$ cat src/verilog/pts_pkg.sv
// package: register map, field layout and constants of the period timer
`default_nettype none
package pts_pkg;
	// register byte addresses
	localparam logic [7:0] ADDR_CONTROL  = 8'h00;
	localparam logic [7:0] ADDR_COUNT    = 8'h04;
	localparam logic [7:0] ADDR_PERIOD   = 8'h08;
	localparam logic [7:0] ADDR_STATUS   = 8'h0C;
	localparam logic [7:0] ADDR_CLEAR    = 8'h10;
	localparam logic [7:0] ADDR_ENABLE   = 8'h14;
	// control field layout
	localparam int PRE_LSB  = 0;
	localparam int RUN_BIT  = 2;
	localparam int POST_LSB = 3;
	localparam int POST_MSB = 6;
	localparam logic [7:0] CONTROL_MASK  = 8'h7F;
	// reset values
	localparam logic [7:0] CONTROL_RESET = 8'h00;
	localparam logic [7:0] COUNT_RESET   = 8'h00;
	localparam logic [7:0] PERIOD_RESET  = 8'hFF;
	// prescale terminal counts (ratio minus one)
	localparam logic [3:0] PRE_TERM_1    = 4'h0;
	localparam logic [3:0] PRE_TERM_4    = 4'h3;
	localparam logic [3:0] PRE_TERM_16   = 4'hF;
	// instruction clock is the core clock divided by four
	localparam logic [1:0] INSTR_DIV_TERM = 2'h3;
	// status bit of the period flag
	localparam int FLAG_BIT = 0;
endpackage : pts_pkg
`default_nettype wire

$ cat src/verilog/pts_timer.sv
// period timer with prescaler, postscaler and apb register slave
//
// Our own choices: the placing of the registers and register access over APB.
`default_nettype none
module pts_timer #(
	parameter int ADDR_WIDTH = 8
) (
	input  wire logic                  pclk,
	input  wire logic                  presetn,
	input  wire logic                  psel,
	input  wire logic                  penable,
	input  wire logic                  pwrite,
	input  wire logic [ADDR_WIDTH-1:0] paddr,
	input  wire logic [31:0]           pwdata,
	input  wire logic [3:0]            pstrb,
	output logic      [31:0]           prdata,
	output logic                       pready,
	output logic                       pslverr,
	output logic                       irq
);

	// only paddr[7:0] is decoded, so a narrower bus cannot reach the map
	if (ADDR_WIDTH < 8) begin : addr_width_check
		$error("ADDR_WIDTH below the eight decoded address bits");
	end

	logic [7:0] timer_control;
	logic [7:0] tick_count;
	logic [7:0] period_value;
	logic [0:0] peripheral_flags;
	logic [0:0] flag_enable;
	logic [1:0] instr_div;
	logic [3:0] pre_count;
	logic [3:0] post_count;
	logic       access;
	logic       wr_en;
	logic       rd_en;
	logic       hit_ctl;
	logic       hit_cnt;
	logic       hit_per;
	logic       hit_sts;
	logic       hit_clr;
	logic       hit_ena;
	logic       mapped;
	logic       instr_tick;
	logic       pre_tick;
	logic       match;
	logic       count_step;
	logic       post_tick;
	logic       scaler_clear;
	logic       timer_run;
	logic [1:0] prescale_select;
	logic [3:0] postscale_select;
	logic [3:0] pre_term;
	logic [7:0] next_count;
	logic       flag_clr;
	logic       ena_wr;

	////////////////////////////////////////////////////////////////////////////
	// apb decode; slave answers in the first access cycle, no wait states
	assign access  = psel && penable;
	assign wr_en   = access && pwrite && pstrb[0];
	// read data is fetched at the setup edge so it stands beside pready
	assign rd_en   = psel && !penable && !pwrite;
	assign hit_ctl = (paddr[7:0] == pts_pkg::ADDR_CONTROL);
	assign hit_cnt = (paddr[7:0] == pts_pkg::ADDR_COUNT);
	assign hit_per = (paddr[7:0] == pts_pkg::ADDR_PERIOD);
	assign hit_sts = (paddr[7:0] == pts_pkg::ADDR_STATUS);
	assign hit_clr = (paddr[7:0] == pts_pkg::ADDR_CLEAR);
	assign hit_ena = (paddr[7:0] == pts_pkg::ADDR_ENABLE);
	assign mapped  = hit_ctl || hit_cnt || hit_per || hit_sts || hit_clr || hit_ena;

	// control fields
	assign timer_run        = timer_control[pts_pkg::RUN_BIT];
	assign prescale_select  = timer_control[pts_pkg::PRE_LSB +: 2];
	assign postscale_select = timer_control[pts_pkg::POST_MSB:pts_pkg::POST_LSB];

	// prescale ratio; upper bit set means sixteen regardless of the lower
	always_comb begin
		case (prescale_select)
			2'h0:    pre_term = pts_pkg::PRE_TERM_1;
			2'h1:    pre_term = pts_pkg::PRE_TERM_4;
			default: pre_term = pts_pkg::PRE_TERM_16;
		endcase
	end

	////////////////////////////////////////////////////////////////////////////
	// tick chain: instruction enable, prescaler, match, postscaler
	assign scaler_clear = wr_en && (hit_cnt || hit_ctl);
	assign instr_tick   = (instr_div == pts_pkg::INSTR_DIV_TERM);
	assign pre_tick     = timer_run && instr_tick && (pre_count == pre_term)
		&& !scaler_clear;
	assign match        = (tick_count == period_value);
	assign count_step   = pre_tick && !(wr_en && hit_cnt);
	assign post_tick    = count_step && match && (post_count == postscale_select);
	assign next_count   = match ? pts_pkg::COUNT_RESET : 8'(tick_count + 8'h01);

	// free-running divide by four of the core clock
	always_ff @(posedge pclk or negedge presetn) begin
		if (!presetn)
			instr_div <= 2'h0;
		else
			instr_div <= 2'(instr_div + 2'h1);
	end

	// prescaler counter; stops with the run bit, but the control write that restarts it also clears it
	always_ff @(posedge pclk or negedge presetn) begin
		if (!presetn) begin
			pre_count <= 4'h0;
		end else if (scaler_clear) begin
			pre_count <= 4'h0;
		end else if (timer_run && instr_tick) begin
			if (pre_count >= pre_term)
				pre_count <= 4'h0;
			else
				pre_count <= 4'(pre_count + 4'h1);
		end
	end

	// postscaler counter, advanced once per match
	always_ff @(posedge pclk or negedge presetn) begin
		if (!presetn) begin
			post_count <= 4'h0;
		end else if (scaler_clear) begin
			post_count <= 4'h0;
		end else if (count_step && match) begin
			if (post_count >= postscale_select)
				post_count <= 4'h0;
			else
				post_count <= 4'(post_count + 4'h1);
		end
	end

	////////////////////////////////////////////////////////////////////////////
	// registers written by software
	always_ff @(posedge pclk or negedge presetn) begin
		if (!presetn) begin
			timer_control <= pts_pkg::CONTROL_RESET;
		end else if (wr_en && hit_ctl) begin
			timer_control <= pwdata[7:0] & pts_pkg::CONTROL_MASK;
		end
	end

	always_ff @(posedge pclk or negedge presetn) begin
		if (!presetn) begin
			period_value <= pts_pkg::PERIOD_RESET;
		end else if (wr_en && hit_per) begin
			period_value <= pwdata[7:0];
		end
	end

	// count: software write beats an increment in the same cycle
	always_ff @(posedge pclk or negedge presetn) begin
		if (!presetn) begin
			tick_count <= pts_pkg::COUNT_RESET;
		end else if (wr_en && hit_cnt) begin
			tick_count <= pwdata[7:0];
		end else if (count_step) begin
			tick_count <= next_count;
		end
		// a control write falls through here untouched
	end

	////////////////////////////////////////////////////////////////////////////
	// clear strobe and mask write, shared by the flag, mask and line
	assign flag_clr = wr_en && hit_clr && pwdata[pts_pkg::FLAG_BIT];
	assign ena_wr   = wr_en && hit_ena;

	// sticky flag; a new event wins over a clear in the same cycle
	always_ff @(posedge pclk or negedge presetn) begin
		if (!presetn) begin
			peripheral_flags <= 1'h0;
		end else if (post_tick) begin
			peripheral_flags <= 1'h1;
		end else if (flag_clr) begin
			peripheral_flags <= 1'h0;
		end
	end

	always_ff @(posedge pclk or negedge presetn) begin
		if (!presetn)
			flag_enable <= 1'h0;
		else if (ena_wr)
			flag_enable <= pwdata[pts_pkg::FLAG_BIT +: 1];
	end

	// level interrupt from a flop; it is fed the values that flag and mask
	// take at this edge, so it never lags a clear or a mask write by a cycle
	always_ff @(posedge pclk or negedge presetn) begin
		if (!presetn)
			irq <= 1'b0;
		else
			irq <= (post_tick || (peripheral_flags[0] && !flag_clr))
				&& (ena_wr ? pwdata[pts_pkg::FLAG_BIT] : flag_enable[0]);
	end

	////////////////////////////////////////////////////////////////////////////
	// read data and answer; unmapped addresses get pslverr
	always_ff @(posedge pclk or negedge presetn) begin
		if (!presetn) begin
			prdata <= 32'h0000_0000;
		end else if (rd_en) begin
			prdata <= 32'h0000_0000;
			if (hit_ctl)
				prdata[7:0] <= timer_control;
			else if (hit_cnt)
				prdata[7:0] <= tick_count;
			else if (hit_per)
				prdata[7:0] <= period_value;
			else if (hit_sts)
				prdata[0] <= peripheral_flags[0];
			else if (hit_ena)
				prdata[0] <= flag_enable[0];
		end
	end

	always_ff @(posedge pclk or negedge presetn) begin
		if (!presetn) begin
			pready  <= 1'b0;
			pslverr <= 1'b0;
		end else begin
			pready  <= psel && !penable;
			pslverr <= psel && !penable && !mapped;
		end
	end

	////////////////////////////////////////////////////////////////////////////
	// checks; a break in the tick chain shows here before it shows on the bus

	// count movement
	run_gate_a: assert property (@(posedge pclk) disable iff (!presetn)
		!timer_run && !(wr_en && hit_cnt) |=> tick_count == $past(tick_count))
		else $error("count moved while stopped");

	wrap_zero_a: assert property (@(posedge pclk) disable iff (!presetn)
		count_step && match |=> tick_count == 8'h00)
		else $error("count did not wrap to zero after match");

	step_up_a: assert property (@(posedge pclk) disable iff (!presetn)
		count_step && !match |=> tick_count == 8'($past(tick_count) + 8'h01))
		else $error("count did not advance by one");

	stop_quiet_a: assert property (@(posedge pclk) disable iff (!presetn)
		!timer_run |-> !count_step && !post_tick)
		else $error("tick chain active while stopped");

	// prescaler and instruction rate
	div_one_a: assert property (@(posedge pclk) disable iff (!presetn)
		timer_run && prescale_select == 2'h0 && instr_tick && !scaler_clear
		&& !(wr_en && hit_cnt) |-> count_step)
		else $error("prescale one missed an instruction tick");

	instr_rate_a: assert property (@(posedge pclk) disable iff (!presetn)
		pre_tick |=> !pre_tick [*3])
		else $error("count advanced faster than instruction clock");

	instr_only_a: assert property (@(posedge pclk) disable iff (!presetn)
		count_step |-> instr_tick)
		else $error("count advanced off an instruction tick");

	pre_range_a: assert property (@(posedge pclk) disable iff (!presetn)
		pre_count <= pre_term)
		else $error("prescaler ran past its ratio");

	pre_hold_a: assert property (@(posedge pclk) disable iff (!presetn)
		!timer_run && !scaler_clear |=> pre_count == $past(pre_count))
		else $error("prescaler moved while stopped");

	// postscaler, scaler clearing and flag
	post_range_a: assert property (@(posedge pclk) disable iff (!presetn)
		post_count <= postscale_select)
		else $error("postscaler ran past its ratio");

	scaler_clr_a: assert property (@(posedge pclk) disable iff (!presetn)
		scaler_clear |=> pre_count == 4'h0 && post_count == 4'h0)
		else $error("scaler counters not cleared by write");

	flag_set_a: assert property (@(posedge pclk) disable iff (!presetn)
		post_tick |=> peripheral_flags[0])
		else $error("postscaler output did not set flag");

	flag_clear_a: assert property (@(posedge pclk) disable iff (!presetn)
		flag_clr && !post_tick |=> !peripheral_flags[0])
		else $error("flag clear lost");

	irq_level_a: assert property (@(posedge pclk) disable iff (!presetn)
		irq == (peripheral_flags[0] && flag_enable[0]))
		else $error("interrupt line disagrees with flag and mask");

	// registers and bus
	ctl_keep_a: assert property (@(posedge pclk) disable iff (!presetn)
		wr_en && hit_ctl |=> tick_count == $past(tick_count))
		else $error("control write changed the count");

	bit7_zero_a: assert property (@(posedge pclk) disable iff (!presetn)
		timer_control[7] == 1'b0)
		else $error("unimplemented control bit set");

	ctl_write_a: assert property (@(posedge pclk) disable iff (!presetn)
		wr_en && hit_ctl |=> timer_control == ($past(pwdata[7:0]) & pts_pkg::CONTROL_MASK))
		else $error("control write lost");

	period_rst_a: assert property (@(posedge pclk)
		$rose(presetn) |-> period_value == pts_pkg::PERIOD_RESET
		&& tick_count == pts_pkg::COUNT_RESET)
		else $error("reset values wrong");

	period_wr_a: assert property (@(posedge pclk) disable iff (!presetn)
		wr_en && hit_per |=> period_value == $past(pwdata[7:0]))
		else $error("period write lost");

	count_wr_a: assert property (@(posedge pclk) disable iff (!presetn)
		wr_en && hit_cnt |=> tick_count == $past(pwdata[7:0]))
		else $error("count write lost");

	count_rd_a: assert property (@(posedge pclk) disable iff (!presetn)
		rd_en && hit_cnt |=> prdata[7:0] == $past(tick_count))
		else $error("count read returned a stale value");

	ready_once_a: assert property (@(posedge pclk) disable iff (!presetn)
		psel && !penable |=> pready)
		else $error("setup cycle not answered");

	err_map_a: assert property (@(posedge pclk) disable iff (!presetn)
		psel && !penable && !mapped |=> pslverr && pready)
		else $error("unmapped access not refused");

endmodule : pts_timer
`default_nettype wire

$ cat config.mk
export PLATFORM = sky130hd
export DESIGN_NAME = pts_timer
export DESIGN_NICKNAME = d
export VERILOG_FILES = /design/src/verilog/pts_pkg.sv /design/src/verilog/pts_timer.sv
export SDC_FILE = /design/constraint.sdc
export NUM_CORES = 1
export LEC_CHECK = 0
export ABC_AREA = 1
export BUFFER_PORTS_ARGS = -buffer_cell sky130_fd_sc_hd__buf_2
export CELL_PAD_IN_SITES_DETAIL_PLACEMENT = 1
export CELL_PAD_IN_SITES_GLOBAL_PLACEMENT = 1
export CORE_ASPECT_RATIO = 0.8
export CORE_MARGIN = 8
export CORE_UTILIZATION = 40
export DETAILED_ROUTE_END_ITERATION = 6
export GPL_ROUTABILITY_DRIVEN = 0
export MAX_ROUTING_LAYER = met4
export PLACE_DENSITY_LB_ADDON = 0.1
export SYNTH_ARGS = -nofsm -noshare
export SYNTH_HDL_FRONTEND = slang
export SYNTH_SLANG_ARGS = --single-unit
$ cat constraint.sdc
create_clock -name pclk -period 4.7 [get_ports pclk]
set_clock_uncertainty 0.2 [all_clocks]
set_input_delay 0.705 -clock pclk [delete_from_list [all_inputs] [get_ports pclk]]
set_output_delay 0.705 -clock pclk [all_outputs]
set_load 0.05 [all_outputs]
* Yosys cells after proc, flatten, opt, wreduce, memory -nomap -nowiden
Cells that the tools add are included.
** Storage, ports and cells
- Flip-flop bits (word level) :: 46
- Input bits :: 49
- Word-level logic and storage cells :: 86
** Cells by class
- Add/subtract/negate cells :: 4
- $lt $le $gt $ge :: 2
- Equality and inequality tests :: 10
- Mux-type cells :: 19
- Reductions and logical operators :: 39
** Operators by type and width (number)
- $mux 8 :: 5
- $mux 4 :: 6
- $logic_and 1x1->1 :: 21
- $eq 8x4->1 const B :: 2
- $eq 8x5->1 const B :: 2
- $add 4x1->4 const B :: 2
- $add 8x1->8 const B :: 1
- $eq 4x4->1 :: 2
- $eq 8x3->1 const B :: 1
- $eq 8x8->1 :: 1
- $ge 4x4->1 :: 2
- $logic_not 8->1 :: 1
- $pmux 4 s2 :: 1
- $reduce_bool 2->1 :: 4
- $mux 7 :: 1
- $logic_not 1->1 :: 6
- $logic_or 1x1->1 :: 6
- $mux 1 :: 6
- $add 2x1->2 const B :: 1
- $eq 2x1->1 const B :: 1
- $eq 2x2->1 const B :: 1
- $logic_not 2->1 :: 1

* Depth between registers and ports, before layout
- Depth in word-level cells :: 11
- Depth in mapped cells :: 11
- Depth with buffers taken out :: 11

* Worst setup path before layout
OpenSTA, ideal clock, no wires.
- Kind :: reg2reg
- From :: register timer_control[1]
- To :: register post_count[0]
- Arrival :: 1.579 ns
- Data required time :: 4.383 ns
- Path slack :: 2.804 ns
- Stages on the path, launching flop included :: 11
- Path buffers :: 0
- Period minus slack after synthesis :: 1.896 ns
- Cell sequence :: dfrtp_1 > nor2_1 > inv_1 > ha_1 > nand3_1 > nor2_1 > nand2_4 > inv_2 > nand2_2 > nand3_1 > nand2_1
** On the way
- Cells in the longest elaborated chain, start to end :: 8
- Elaborated cells on any way between the ends :: 9
- Those cells by class :: 2 x eq/ne; 1 x mux; 6 x reduce/logical
** Ends and longest elaborated chain
- start, declared :: line pts_timer.sv:27 : logic [7:0] timer_control;
- start signal, assigned :: line pts_timer.sv:138 : timer_control <= pts_pkg::CONTROL_RESET;
- start signal, assigned :: line pts_timer.sv:140 : timer_control <= pwdata[7:0] & pts_pkg::CONTROL_MASK;
- $eq 2x1->1 / $logic_not 2->1 (equally long branches) :: line pts_timer.sv:80 : case (prescale_select)
- $pmux 4 s2 * :: line pts_timer.sv:80
- $eq 4x4->1 * :: line pts_timer.sv:91 : assign pre_tick = timer_run && instr_tick && (pre_count == pre_term)
- $logic_and 1x1->1 * :: line pts_timer.sv:91
- $logic_and 1x1->1 * :: line pts_timer.sv:92 : && !scaler_clear;
- $logic_and 1x1->1 * :: line pts_timer.sv:94 : assign count_step = pre_tick && !(wr_en && hit_cnt);
- $logic_and 1x1->1 * :: line pts_timer.sv:126 : end else if (count_step && match) begin
- $reduce_bool 2->1 (no line) *
- end signal, assigned :: line pts_timer.sv:130 : post_count <= 4'(post_count + 4'h1);
- end, declared :: line pts_timer.sv:34 : logic [3:0] post_count;
Mark *: on every way between the ends. The rest lies on a longest branch, timed or not.
A chain may end at the register's enable or synchronous reset.

* Worst setup path after layout
- From :: register timer_control[1]
- To :: register post_count[3]
The elaborated chain is that of the path after synthesis.

==> run_results.csv <==
group,metric,value,unit
detailed_routing,drc,0,
critical_path,required,4710,ps
flow_run,cap_violations,0,
detailed_routing,drt_pass1_iterations,4,
detailed_routing,num_vias,2545,
grt,track_usage,17.1,%
die,die_width,112,µm
clock_tree,cts-htree-levels,2,
synth,yosysSeqAreaShare,39.7,%
clock_tree,clkTransAtPathRegs,100,ps
grt,grt_first_pass_wirelength,13800,µm
power_and_ir_drop,pwr-share-clk,42.2,%
detailed_routing,drt-met1-wl,3910,µm
sta,tns,0,ps
clock_tree,cts_tree,"yes",
min_path,hp-start,"instr_div[0]",
clock_tree,cts-buffers-inserted,5,
power_and_ir_drop,p_leak,0.00176,µW
die,row_count,28,
grt,grt_max_degree,47,
grt,antenna_found_initial,0,
sta,period_share,47.2,%
critical_path,startpoint_type,"flip-flop",
power_and_ir_drop,power_density,273,nW/µm²
detailed_routing,routed-wl-met3,301,µm
critical_path,path_class,"flip-flop to flip-flop",
sta,hold_viol,0,
sta,rsz0062_at_grt,"false",
synth,ys_ff_latch,46,
die,top_level_ports,84,
detailed_routing,via_per_inst,4.88,
power_and_ir_drop,power_frac_seq,45.6,%
die,start_util,40.4,%
min_path,min_path_cells,1,
min_path,hold_end,"instr_div[0]",
power_and_ir_drop,comb_power_share,12.2,%
critical_path,r2r_setup_slack,2480,ps
detailed_routing,antenna_left,0,
sta,slew_headroom,58.2,%
sta,finalMaxSlewViolations,0,
sta,period_minus_slack,2220,ps
critical_path,reg2reg_to,"post_count[3]",
power_and_ir_drop,internal-power,646,µW
critical_path,cp.arrival,2230,ps
detailed_routing,drt_iter0_markers,122,
clock_tree,clock_sinks,46,
critical_path,crit_path_max_fanout,7,
synth,syn-cell-area,2930,µm²
clock_tree,hold_buffers,0,
synth,netlist_instances,394,
synth,ys_warn_count,0,
cells_and_area,final_cell_mix,"nand2_1, inv_1, nand3_1",
cells_and_area,drive_gt1_share,17.6,%
die,dieHeight,92.5,µm
critical_path,r2r_cells,10,
grt,grt-ovfl-total,0,
power_and_ir_drop,total_power,886,µW
clock_tree,insertion_delay,310,ps
run_status,status,"finished clean",
grt,grt_pass1_vias,2794,
synth,synth_async_sr_flop_share,100,%
cells_and_area,final_common_cell,"nand2_1",
detailed_routing,met2_length,3580,µm
clock_tree,post_cts_buffers,0,
die,design.die.area,10300,µm²
critical_path,r2r-start,"timer_control[1]",
min_path,hp-class,"flip-flop to flip-flop",
clock_tree,postCtsResizedCells,0,
synth,ys.flop_type,"dfrtp_1",
die,core,7250,µm²
synth,synth-edff-count,0,
cells_and_area,fin_nets,492,
critical_path,end_kind,"flip-flop",
power_and_ir_drop,swShare,27.0,%
detailed_routing,top_layer,"met4",
detailed_routing,wl_per_cell,15.2,µm
cells_and_area,postLayoutCoreUtil,44.8,%
power_and_ir_drop,irDropWorstVdd,0.121,mV
synth,synth_cell_types,32,
sta,worst_slew_pin_slew,626,ps
sta,setup_violations,0,
cells_and_area,n_antenna_cell,0,
synth,synth_area_per_cell,7.43,µm²
cells_and_area,syn2layout_area_growth,10.9,%
clock_tree,clockBufferDepth,2,
place,io_buffers,32,
clock_tree,root_buffer,"clkbuf_8",
place,post-dp-hpwl,6040,µm
power_and_ir_drop,p_sw,239,µW
sta,max_freq,451,MHz
detailed_routing,drt_wl_total,7920,µm
[routing by layer]
layer,vias up,track usage (%)
met4,0,6.02
met2,55,26.8
met3,12,4.03
met1,1208,21.4
met5,-,-
li1,1270,-
[worst max-delay path by stage]
| stage | start | endpoint | cells past startpoint |
|---|---|---|---|
| 4_1_cts | timer_control[1] | post_count[3] | 10 |
| 3_5_place_dp | paddr[1] | pre_count[3] | 9 |
| 3_3_place_gp | paddr[1] | tick_count[1] | 8 |
| 2_1_floorplan | timer_control[1] | post_count[0] | 10 |
| 6_report | timer_control[1] | post_count[3] | 10 |
| 5_1_grt | timer_control[1] | post_count[0] | 11 |
[stage by stage]
step                area [µm²]  hold WS (ps)  cells  setup WS [ps]
global route              3250           264    522           2320
floorplan                 3010           201    417           2800
global placement          3100           214    514           2390
CTS                       3250           257    522           2460
finish                    3250           253    522           2480
detailed placement        3100           242    514           2360
[flip-flops by register name, summed over array words and instances (netlist names)]
name	cells
pre_count	4
period_value	8
tick_count	8
pready	1
peripheral_flags	1
pslverr	1
instr_div	2
flag_enable	1
irq	1
timer_control	7
prdata	8
post_count	4
[synth_stat cells (3+ instances only)]
cell type	number	share of area, %
o22ai_1	7	1.5
buf_4	24	6.2
dfrtp_1	38	32
dfstp_2	8	7.2
ha_1	12	5.1
nand4_1	3	0.64
inv_1	45	5.8
xor2_1	5	1.5
nand2_4	3	1.2
a21oi_1	4	0.68
xnor2_1	3	0.90
o21ai_1	6	1.0
o21ai_0	17	2.9
nand2_2	6	1.3
nand2_1	109	14
nor2_1	39	5.0
nand3_1	40	6.8
inv_2	9	1.2
[cell type report]
cell class	instances	area, µm²
clock inverter	2	60.1
clock buffer	6	82.6
timing repair buffer	33	168
tap	90	113
inverter	55	209
multi-input combinational	290	1450
sequential	46	1160
fill	943	4010
[power by group through the flow]
| stage | Combinational, µW | Clock, µW | Sequential [µW] |
|---|---|---|---|
| 2_1_floorplan | 84.5 | 0 | 419 |
| 3_3_place_gp | 107 | 0 | 411 |
| 3_5_place_dp | 109 | 0 | 411 |
| 4_1_cts | 109 | 387 | 404 |
| 5_1_grt | 119 | 402 | 404 |
| 6_report | 108 | 374 | 403 |
[critical path: stages, from the launching register on]
cell and delay [ps]:
dfrtp_1 410, nor2_1 160, inv_1 60, ha_1 270, nand3_1 90, nor2_1 370, nand2_4 130, inv_2 170
nand2_2 110, nand3_1 80, nand2_1 50
[logic make-up (layout without fill, tap and decap cells)]
group | Yosys count | in the layout | synth area share [%]
AO/OA/AOI/OAI | 37 | 37 | 7.18
adder cells (fa/ha/maj) | 12 | 12 | 5.13
multiplexers | 1 | 1 | 0.385
other | 1 | 24 | 0.128
flip-flops | 46 | 46 | 39.7
buffers and inverters | 81 | 96 | 13.6
AND/OR/NAND/NOR | 208 | 208 | 31.5
XOR/XNOR | 8 | 8 | 2.39
Power figures use the tool's default switching activity.
